--- config.mk ---
export PLATFORM = sky130hd
export DESIGN_NAME = trcm_top
export DESIGN_NICKNAME = d
export VERILOG_FILES = /design/src/common/trcm_pkg.sv /design/src/core/trcm_code_mem.sv /design/src/core/trcm_top.sv
export VERILOG_INCLUDE_DIRS = /design/src /design/src/common
export SDC_FILE = /design/constraint.sdc
export NUM_CORES = 2
export LEC_CHECK = 0
export ABC_AREA = 0
export BUFFER_PORTS_ARGS = -buffer_cell sky130_fd_sc_hd__buf_2
export CORE_MARGIN = 1.5
export CORE_UTILIZATION = 30
export DETAILED_ROUTE_END_ITERATION = 16
export PLACE_DENSITY_LB_ADDON = 0.12
export SKIP_LAST_GASP = 1
export SYNTH_ARGS = -nofsm -noshare
export SYNTH_HDL_FRONTEND = slang
export SYNTH_SLANG_ARGS = --single-unit
--- constraint.sdc ---
create_clock -name clk -period 16.34 [get_ports clk]
set_input_delay 3.268 -clock clk [delete_from_list [all_inputs] [get_ports clk]]
set_output_delay 3.268 -clock clk [all_outputs]
set_load 0.03 [all_outputs]
--- src/common/trcm_defs.svh ---
/*
 Constants of the touch region command mapper: grid sizes, timing, defaults.
 Assumes a 125 MHz system clock and a synchronous active-high reset.
*/
`ifndef TRCM_DEFS_SVH
`define TRCM_DEFS_SVH
`define TRCM_NUM_REGIONS   9
`define TRCM_NUM_SOURCES   6
`define TRCM_CODE_W        16
`define TRCM_COORD_W       12
`define TRCM_SRC_W         3
`define TRCM_HEAD_SRC      3'h0
`define TRCM_NAV_SRC       3'h1
`define TRCM_CLK_MHZ       125
`define TRCM_PULSE_MS      300
`define TRCM_PULSE_CYC     (`TRCM_PULSE_MS * 1000 * `TRCM_CLK_MHZ)
`define TRCM_DEF_XMIN      12'h000
`define TRCM_DEF_XMAX      12'hfff
`define TRCM_DEF_YMIN      12'h000
`define TRCM_DEF_YMAX      12'hfff
`define TRCM_ADDR_W        6
`endif

--- src/common/trcm_pkg.sv ---
/*
 Types of the touch region command mapper.
 Assumes trcm_defs.svh is on the include path.
*/
`include "trcm_defs.svh"
package trcm_pkg;
	typedef struct packed {
		logic [`TRCM_COORD_W-1:0] xmin;
		logic [`TRCM_COORD_W-1:0] xmax;
		logic [`TRCM_COORD_W-1:0] ymin;
		logic [`TRCM_COORD_W-1:0] ymax;
		logic                     status_hi;
		logic                     mute_hi;
		logic                     icept_hi;
		logic                     intercept_mode;
		logic                     pulse_mode;
		logic [`TRCM_SRC_W-1:0]   source;
	} trcm_cfg_t;
	typedef struct packed {
		logic                     valid;
		logic [`TRCM_COORD_W-1:0] x;
		logic [`TRCM_COORD_W-1:0] y;
	} trcm_touch_t;
	typedef struct packed {
		logic                     valid;
		logic [3:0]               region;
		logic [`TRCM_CODE_W-1:0]  code;
	} trcm_cmd_t;
	typedef enum logic [1:0] {
		TRCM_IDLE,
		TRCM_LOOK,
		TRCM_SEND
	} trcm_state_t;
endpackage

--- src/core/trcm_code_mem.sv ---
/*
 Code table: nine codes for each of six sources, registered read.
 Assumes the surrounding device keeps its contents through power loss.
*/
`timescale 1ns/1ps
`default_nettype none
`include "trcm_defs.svh"
module trcm_code_mem #(
	parameter int DEPTH = `TRCM_NUM_REGIONS * `TRCM_NUM_SOURCES,
	parameter int WIDTH = `TRCM_CODE_W,
	parameter int AW    = `TRCM_ADDR_W
) (
	// Clock
	input  wire logic             clk,
	// Write port
	input  wire logic             we,
	input  wire logic [AW-1:0]    waddr,
	input  wire logic [WIDTH-1:0] wdata,
	// Read port
	input  wire logic [AW-1:0]    raddr,
	output logic      [WIDTH-1:0] rdata
);
	logic [WIDTH-1:0] mem [DEPTH];

	always_ff @(posedge clk)
	begin
		if (we && (int'(waddr) < DEPTH))
			mem[waddr] <= wdata;
	end

	always_ff @(posedge clk)
	begin
		rdata <= mem[raddr];
	end
endmodule
`default_nettype wire

--- src/core/trcm_top.sv ---
/*
 Touch region command mapper: classifies touches into nine regions, emits
 the stored code for the selected source, drives side-band lines.
 Assumes inputs synchronous to clk and a tool writing over a plain port.
*/
`timescale 1ns/1ps
`default_nettype none
`include "trcm_defs.svh"
module trcm_top #(
	parameter int PULSE_CYC = `TRCM_PULSE_CYC
) (
	// Clock and reset
	input  wire logic                      clk,
	input  wire logic                      rst,
	// Register port
	input  wire logic [7:0]                reg_addr,
	input  wire logic [31:0]               reg_wdata,
	input  wire logic                      reg_wr,
	input  wire logic                      reg_rd,
	output logic      [31:0]               reg_rdata,
	// Touch panel
	input  wire trcm_pkg::trcm_touch_t     touch,
	input  wire logic                      calib_pt_valid,
	input  wire logic                      calib_pt_second,
	// Control code out
	output trcm_pkg::trcm_cmd_t            cmd,
	// Side-band lines
	input  wire logic                      intercept_control_input,
	input  wire logic                      navigation_unit_speaking,
	input  wire logic                      touch_status_or_ir_learn_line_in,
	output logic                           touch_status_or_ir_learn_line_out,
	output logic                           touch_status_or_ir_learn_line_oe,
	output logic                           mute_or_ir_supply_line,
	output logic                           panel_disconnect,
	output logic                           ir_learn_valid,
	output logic                           source_switch_output,
	output logic      [`TRCM_SRC_W-1:0]    active_source
);
	import trcm_pkg::*;

	localparam logic [7:0] A_XMIN   = 8'h00;
	localparam logic [7:0] A_XMAX   = 8'h04;
	localparam logic [7:0] A_YMIN   = 8'h08;
	localparam logic [7:0] A_YMAX   = 8'h0c;
	localparam logic [7:0] A_MODE   = 8'h10;
	localparam logic [7:0] A_SRC    = 8'h14;
	localparam logic [7:0] A_CMD    = 8'h18;
	localparam logic [7:0] A_STAT   = 8'h1c;
	localparam logic [7:0] A_CODE   = 8'h40;
	localparam logic [7:0] A_CODEHI = 8'h80;

	trcm_cfg_t                shadow_q;
	trcm_cfg_t                live_q;
	logic [`TRCM_COORD_W-1:0] x1_q;
	logic [`TRCM_COORD_W-1:0] x2_q;
	logic [`TRCM_COORD_W-1:0] y1_q;
	logic [`TRCM_COORD_W-1:0] y2_q;
	logic                     learn_q;
	trcm_state_t              st_q;
	logic [3:0]               region_q;
	logic [31:0]              pulse_cnt_q;
	logic [`TRCM_SRC_W-1:0]   prev_src_q;
	logic [`TRCM_COORD_W-1:0] x_base;
	logic [`TRCM_COORD_W-1:0] y_base;
	logic [`TRCM_ADDR_W-1:0]  mem_raddr;
	logic [`TRCM_CODE_W-1:0]  mem_rdata;
	logic                     mem_we;
	logic [`TRCM_ADDR_W-1:0]  mem_waddr;
	logic [`TRCM_COORD_W+1:0] sx;
	logic [`TRCM_COORD_W+1:0] sy;
	logic [1:0]               col;
	logic [1:0]               row;

	trcm_cfg_t def_cfg;
	always_comb
	begin
		def_cfg = '0;
		def_cfg.xmin = `TRCM_DEF_XMIN;
		def_cfg.xmax = `TRCM_DEF_XMAX;
		def_cfg.ymin = `TRCM_DEF_YMIN;
		def_cfg.ymax = `TRCM_DEF_YMAX;
		def_cfg.source = `TRCM_HEAD_SRC;
	end

	// Staged settings; the tool writes here first.
	// Calibration points land here too when no register write shares their cycle, so that a later commit keeps them.
	always_ff @(posedge clk)
	begin
		if (rst)
			shadow_q <= def_cfg;
		else if (reg_wr && reg_addr == A_CMD && reg_wdata[1])
			shadow_q <= def_cfg;
		else if (reg_wr)
		begin
			unique case (reg_addr)
				A_XMIN: shadow_q.xmin <= reg_wdata[`TRCM_COORD_W-1:0];
				A_XMAX: shadow_q.xmax <= reg_wdata[`TRCM_COORD_W-1:0];
				A_YMIN: shadow_q.ymin <= reg_wdata[`TRCM_COORD_W-1:0];
				A_YMAX: shadow_q.ymax <= reg_wdata[`TRCM_COORD_W-1:0];
				A_MODE:
				begin
					shadow_q.status_hi      <= reg_wdata[0];
					shadow_q.mute_hi        <= reg_wdata[1];
					shadow_q.icept_hi       <= reg_wdata[2];
					shadow_q.intercept_mode <= reg_wdata[3];
					shadow_q.pulse_mode     <= reg_wdata[4];
				end
				A_SRC: shadow_q.source <= reg_wdata[`TRCM_SRC_W-1:0];
				default: ;
			endcase
		end
		else if (calib_pt_valid && !calib_pt_second)
		begin
			shadow_q.xmin <= touch.x;
			shadow_q.ymin <= touch.y;
		end
		else if (calib_pt_valid && calib_pt_second)
		begin
			shadow_q.xmax <= touch.x;
			shadow_q.ymax <= touch.y;
		end
	end

	// Live settings change only on commit, default request or calibration.
	always_ff @(posedge clk)
	begin
		if (rst)
			live_q <= def_cfg;
		else if (reg_wr && reg_addr == A_CMD && reg_wdata[1])
			live_q <= def_cfg;
		else if (reg_wr && reg_addr == A_CMD && reg_wdata[0])
			live_q <= shadow_q;
		else if (calib_pt_valid && !calib_pt_second)
		begin
			live_q.xmin <= touch.x;
			live_q.ymin <= touch.y;
		end
		else if (calib_pt_valid && calib_pt_second)
		begin
			live_q.xmax <= touch.x;
			live_q.ymax <= touch.y;
		end
	end

	// Thirds of the calibrated span per axis.
	always_comb
	begin
		sx = {2'b00, live_q.xmax} - {2'b00, live_q.xmin};
		sy = {2'b00, live_q.ymax} - {2'b00, live_q.ymin};
		x_base = live_q.xmin;
		y_base = live_q.ymin;
	end

	// Thresholds are registered and lag a bound change by one cycle.
	always_ff @(posedge clk)
	begin
		if (rst)
		begin
			x1_q <= '0;
			x2_q <= '0;
			y1_q <= '0;
			y2_q <= '0;
		end
		else
		begin
			x1_q <= x_base + (`TRCM_COORD_W)'(sx / 3);
			x2_q <= x_base + (`TRCM_COORD_W)'((sx * 2) / 3);
			y1_q <= y_base + (`TRCM_COORD_W)'(sy / 3);
			y2_q <= y_base + (`TRCM_COORD_W)'((sy * 2) / 3);
		end
	end

	always_comb
	begin
		col = (touch.x < x1_q) ? 2'd0 : ((touch.x < x2_q) ? 2'd1 : 2'd2);
		row = (touch.y < y1_q) ? 2'd0 : ((touch.y < y2_q) ? 2'd1 : 2'd2);
	end

	// Grid position to region number, clockwise from top-left, centre last.
	function automatic logic [3:0] region_of(input logic [1:0] r, input logic [1:0] c);
		logic [3:0] n;
		n = 4'h9;
		unique case ({r, c})
			4'b0000: n = 4'h1;
			4'b0001: n = 4'h2;
			4'b0010: n = 4'h3;
			4'b0110: n = 4'h4;
			4'b1010: n = 4'h5;
			4'b1001: n = 4'h6;
			4'b1000: n = 4'h7;
			4'b0100: n = 4'h8;
			default: n = 4'h9;
		endcase
		return n;
	endfunction

	// A touch is taken only when idle and never with a calibration point.
	always_ff @(posedge clk)
	begin
		if (rst)
		begin
			st_q <= TRCM_IDLE;
			region_q <= 4'h0;
		end
		else
		begin
			unique case (st_q)
				TRCM_IDLE:
				if (touch.valid && !calib_pt_valid)
				begin
					region_q <= region_of(row, col);
					st_q <= TRCM_LOOK;
				end
				TRCM_LOOK: st_q <= TRCM_SEND;
				TRCM_SEND: st_q <= TRCM_IDLE;
				default: st_q <= TRCM_IDLE;
			endcase
		end
	end

	always_comb
	begin
		if (region_q == 4'h0)
			mem_raddr = (`TRCM_ADDR_W)'(live_q.source * `TRCM_NUM_REGIONS);
		else
			mem_raddr = (`TRCM_ADDR_W)'(live_q.source * `TRCM_NUM_REGIONS + region_q - 1);
		mem_we = reg_wr && reg_addr >= A_CODE && reg_addr < A_CODEHI;
		// Code entries sit one per address from the table base, all 54 reachable.
		mem_waddr = reg_addr[`TRCM_ADDR_W-1:0];
	end

	trcm_code_mem u_mem (
		.clk   (clk),
		.we    (mem_we),
		.waddr (mem_waddr),
		.wdata (reg_wdata[`TRCM_CODE_W-1:0]),
		.raddr (mem_raddr),
		.rdata (mem_rdata)
	);

	always_ff @(posedge clk)
	begin
		if (rst)
			cmd <= '0;
		else if (st_q == TRCM_SEND)
			cmd <= '{valid: 1'b1, region: region_q, code: mem_rdata};
		else
			cmd.valid <= 1'b0;
	end

	// Learn mode is set by command and cleared by reset only.
	always_ff @(posedge clk)
	begin
		if (rst)
			learn_q <= 1'b0;
		else if (reg_wr && reg_addr == A_CMD && reg_wdata[2])
			learn_q <= 1'b1;
	end

	always_ff @(posedge clk)
	begin
		if (rst)
		begin
			touch_status_or_ir_learn_line_out <= 1'b0;
			touch_status_or_ir_learn_line_oe  <= 1'b0;
			mute_or_ir_supply_line            <= 1'b0;
			panel_disconnect                  <= 1'b0;
			ir_learn_valid                    <= 1'b0;
		end
		else
		begin
			panel_disconnect <= live_q.intercept_mode &&
				(intercept_control_input == live_q.icept_hi);
			ir_learn_valid <= learn_q && touch_status_or_ir_learn_line_in;
			touch_status_or_ir_learn_line_oe <= !learn_q;
			touch_status_or_ir_learn_line_out <= panel_disconnect ?
				live_q.status_hi : !live_q.status_hi;
			if (learn_q)
				mute_or_ir_supply_line <= 1'b1;
			else
				mute_or_ir_supply_line <= navigation_unit_speaking ?
					live_q.mute_hi : !live_q.mute_hi;
		end
	end

	// Source switch: level while any source but the head unit is selected, or a pulse per change.
	always_ff @(posedge clk)
	begin
		if (rst)
		begin
			prev_src_q  <= `TRCM_HEAD_SRC;
			pulse_cnt_q <= '0;
		end
		else
		begin
			prev_src_q <= live_q.source;
			if (live_q.pulse_mode && prev_src_q != live_q.source)
				pulse_cnt_q <= 32'(PULSE_CYC);
			else if (pulse_cnt_q != 0)
				pulse_cnt_q <= pulse_cnt_q - 32'd1;
		end
	end

	always_ff @(posedge clk)
	begin
		if (rst)
		begin
			source_switch_output <= 1'b0;
			active_source        <= `TRCM_HEAD_SRC;
		end
		else
		begin
			active_source        <= live_q.source;
			source_switch_output <= live_q.pulse_mode ? (pulse_cnt_q != 0) :
				(live_q.source != `TRCM_HEAD_SRC);
		end
	end

	// Read data stand for one cycle after the strobe and are zero otherwise.
	always_ff @(posedge clk)
	begin
		if (rst)
			reg_rdata <= '0;
		else if (reg_rd)
		begin
			unique case (reg_addr)
				A_XMIN: reg_rdata <= 32'(live_q.xmin);
				A_XMAX: reg_rdata <= 32'(live_q.xmax);
				A_YMIN: reg_rdata <= 32'(live_q.ymin);
				A_YMAX: reg_rdata <= 32'(live_q.ymax);
				A_MODE: reg_rdata <= {27'h0, live_q.pulse_mode, live_q.intercept_mode,
					live_q.icept_hi, live_q.mute_hi, live_q.status_hi};
				A_SRC:  reg_rdata <= 32'(live_q.source);
				A_STAT: reg_rdata <= {24'h0, learn_q, panel_disconnect, 2'b00, region_q};
				default: reg_rdata <= 32'h0;
			endcase
		end
		else
			reg_rdata <= 32'h0;
	end
endmodule
`default_nettype wire

==> flow_summary.rst <==
.. list-table::
   :header-rows: 1

   * - Metric
     - Value
   * - TritonCTS clock tree
     - yes
   * - Post-Synthesis Mean Instance Area
     - 11.0 µm²
   * - Number of enable flip-flop cells after synthesis
     - 864
   * - Status
     - finished, final reports clean
   * - Critical path startpoint category
     - flop
   * - Row count
     - 166
   * - Data required time of the worst path
     - 16.97 ns
   * - Terminus of the critical flop-to-flop path
     - x2_q[11]
   * - Endpoint, Worst Hold
     - cmd[4]
   * - Portion of synthesized cell area occupied by the leading cell type
     - 42.1%
   * - Path depth of the worst reg2reg path
     - 61
   * - Setup skew after layout
     - 0.0260 ns
   * - Worst hold path stage count
     - 2
   * - Arrival time at the worst endpoint
     - 15.86 ns
   * - Post-route fraction of the period consumed by the critical path
     - 93.2%
   * - Count of state elements after synthesis
     - 1121
   * - Slack of the worst reg-to-reg path
     - 1.11 ns
   * - Most used flip-flop cell after synthesis
     - sky130_fd_sc_hd__edfxtp_1
   * - Antenna violations before repair
     - 29
   * - Summed area of non-filler cells in the final layout
     - 70500 µm²
   * - Post-CTS resize count
     - 0
   * - Count of distinct cell types in the synthesized netlist
     - 133
   * - Number of I/O pins
     - 136
   * - Final routed wire length divided by cell count
     - 23.6 µm
   * - Synth area leaders
     - sky130_fd_sc_hd__edfxtp_1, sky130_fd_sc_hd__dfxtp_1, sky130_fd_sc_hd__mux4_2
   * - Number of port buffers
     - 99
   * - Leading post-synthesis cells by instance count
     - sky130_fd_sc_hd__edfxtp_1, sky130_fd_sc_hd__nand2_1, sky130_fd_sc_hd__nor2_1
   * - Remaining global-route overflow
     - 0
   * - Peak clock frequency supported by timing
     - 65.7 MHz
   * - Global-route wire length before repair
     - 300 mm
   * - Transition time at the pin with the least slew margin
     - 1.18 ns
   * - Most common cell in the netlist
     - sky130_fd_sc_hd__edfxtp_1
   * - Die footprint
     - 208000 µm²
   * - Register area share after synthesis
     - 50.4%
   * - Largest net degree at the start of global routing
     - 97
   * - Overall power consumption
     - 13.3 mW
   * - Number of failing hold endpoints at the final stage
     - 0
   * - Total area of multi-input combinational cells
     - 28800 µm²
   * - Launch point of the worst path
     - x_base[0]
   * - Average vias per placed instance
     - 5.40
   * - Netlist area before placement
     - 61600 µm²
   * - Start point of the worst min-delay path
     - u_mem.rdata[4]
   * - Cell with the largest stage delay on the worst path
     - sky130_fd_sc_hd__a211oi_1
   * - Std-Cell Core Area
     - 204000 µm²
   * - Final Net Count
     - 5977
   * - Die Span X
     - 456 µm
   * - Initial Util
     - 30.2%
   * - Count of H-tree levels built during CTS
     - 4
   * - Detailed-routing iteration count for the pre-antenna-repair pass
     - 5
   * - Final number of setup-violating endpoints
     - 0
   * - Routed Antenna Nets
     - 0
   * - Total global-route track usage
     - 18.9%
   * - Synth async-reset ratio
     - 0%
   * - Tmin final
     - 15.23 ns
   * - Die extent in y
     - 456 µm
   * - Remaining DRCs
     - 0
   * - Clock Pin Slew Worst Setup and Hold Paths
     - 0.06 ns
   * - Dpl hpwl
     - 136 mm
   * - Synthesis Warnings
     - 0
   * - Power density over cell area
     - 189 nW/µm²
   * - Largest vdd supply drop
     - 0.106 mV
   * - Final max-slew violation count
     - 0
   * - Number of instances in the synthesized netlist
     - 5602
   * - Max-slew headroom at the worst pin
     - 21.4%
   * - Iter 0 DRT Violations
     - 3283
   * - Fraction of final layout cells with drive strength greater than 1
     - 15.6%
   * - Area of placed instances
     - 66200 µm²
   * - Routability Congestion
     - 0.847
   * - Setup Total Neg Slack
     - 0 ns
   * - Tightest Hold Check Type
     - flop to flop
   * - Worst-skew pair later-pin latency
     - 0.76 ns
   * - Static Leak
     - 24.2 nW
   * - TritonCTS Buffers
     - 130
   * - Setup slack at placement
     - 1.11 ns
   * - Maximum count of clock buffers along a single path
     - 3
   * - Clock root cell
     - sky130_fd_sc_hd__clkbuf_16
   * - FILL cells
     - 20600
   * - Via total after detailed routing
     - 46200
   * - Critical register-to-register path startpoint
     - x_base[0]
   * - Number of global-route vias before repair
     - 45600
   * - CP most frequent cell
     - sky130_fd_sc_hd__a21oi_1
   * - Yosys top cell by area
     - sky130_fd_sc_hd__edfxtp_1
   * - Final Worst Setup Slack
     - 1.11 ns
   * - Unrepaired setup endpoints after global routing
     - no
   * - # Post-CTS Setup Buffers
     - 0
   * - Overall routed net length
     - 202 mm
   * - CTS Hold Bufs
     - 0
   * - Biggest fanout along the worst timing path
     - 11
   * - Slowest Stage Delay on Critical Path
     - 0.68 ns
   * - Kind of end point of the critical path
     - flop
   * - Area growth syn-to-layout
     - 14.3%
   * - Seq. cell area
     - 31100 µm²
   * - Clock sink total
     - 1121
   * - Critical setup path kind
     - flop to flop
   * - Number of max-cap violations
     - 0
-- placed cells by master (no fill, tap or decap), drive strengths merged, types with 173 or more instances in the layout --
master / Yosys / routed
o21ai: 273 / 273
buf: 95 / 325
mux4: 208 / 208
dfxtp: 257 / 257
edfxtp: 864 / 864
inv: 181 / 185
clkbuf: 222 / 173
a21oi: 337 / 337
nor2: 495 / 495
nand2: 584 / 584
-- critical path: cells and delay by family (launching register included) --
kind                       cells  cell delay, ns
adders and majority gates      5            1.53
AOI/OAI and AO/OA             27            6.99
xor gates and xnor gates       2            0.46
and+or+nand+nor               19            4.40
buffers and inverters          8            1.19
DFF                            1            0.50
-- power by group --
part	internal (mW)	leakage [nW]	switching, mW
logic	2.65	12.3	4.52
clock network	1.68	2.05	1.17
registers	3.19	9.87	0.0786
-- registers in the layout (all words and copies together), names as in the netlist, 2 cells and up --
| signal | count |
|---|---|
| active_source | 3 |
| cmd | 21 |
| live_q | 32 |
| pulse_cnt_q | 32 |
| reg_rdata | 12 |
| region_q | 4 |
| shadow_q | 56 |
| st_q | 2 |
| u_mem.mem | 864 |
| u_mem.rdata | 16 |
| x1_q | 12 |
| x2_q | 12 |
| x_base | 12 |
| y1_q | 12 |
| y2_q | 12 |
| y_base | 12 |
-- worst max-delay path by stage --
stage                          end  depth (start not counted)
final                     x2_q[11]                         61
after global routing      x2_q[11]                         61
after CTS                 y1_q[10]                         52
after detailed placement  y2_q[11]                         49
after global placement    y2_q[11]                         49
after floorplan           y1_q[10]                         58
-- routing by layer --
metal | track usage, % | up-vias | wire length (µm)
li1 | - | 21800 | -
met1 | 24.6 | 23000 | 87900
met2 | 33.2 | 1082 | 102000
met3 | 2.07 | 238 | 7500
met4 | 5.26 | 0 | 4770
met5 | 0 | - | 0
-- kinds of logic (layout without fill, tap and decap cells) --
logic type                 after synthesis  in the layout  synth area share, %
DFF                                   1121           1121                 50.4
and+or+nand+nor                       1822           1822                 14.1
AOI/OAI and AO/OA                     1518           1518                 17.2
buffers and inverters                  499            738                 3.26
xor gates and xnor gates               198            198                 2.88
adders and majority gates              141            141                 2.94
muxes                                  301            301                 9.15
other                                    2             37               0.0122
-- per-stage QoR --
stage / instances / hold slack [ns] / utilization (%)
floorplan: 5624 / 0.417 / -
global placement: 8320 / 0.429 / 32.4
detailed placement: 8320 / 0.432 / 32.4
CTS: 8551 / 0.441 / 34.5
global route: 8558 / 0.452 / 34.5
finish: 8564 / 0.441 / 34.5
-- layout make-up --
type,count,share of cell area (%)
clock inverters,58,0.758
well taps,2688,4.77
multi-input cells,4004,40.9
flip-flops and latches,1121,44.1
repair buffers,325,3.22
diodes,13,0.0462
inverters,182,0.970
clock buffers,173,5.17
Note: power is estimated with default switching activity, not from simulation.
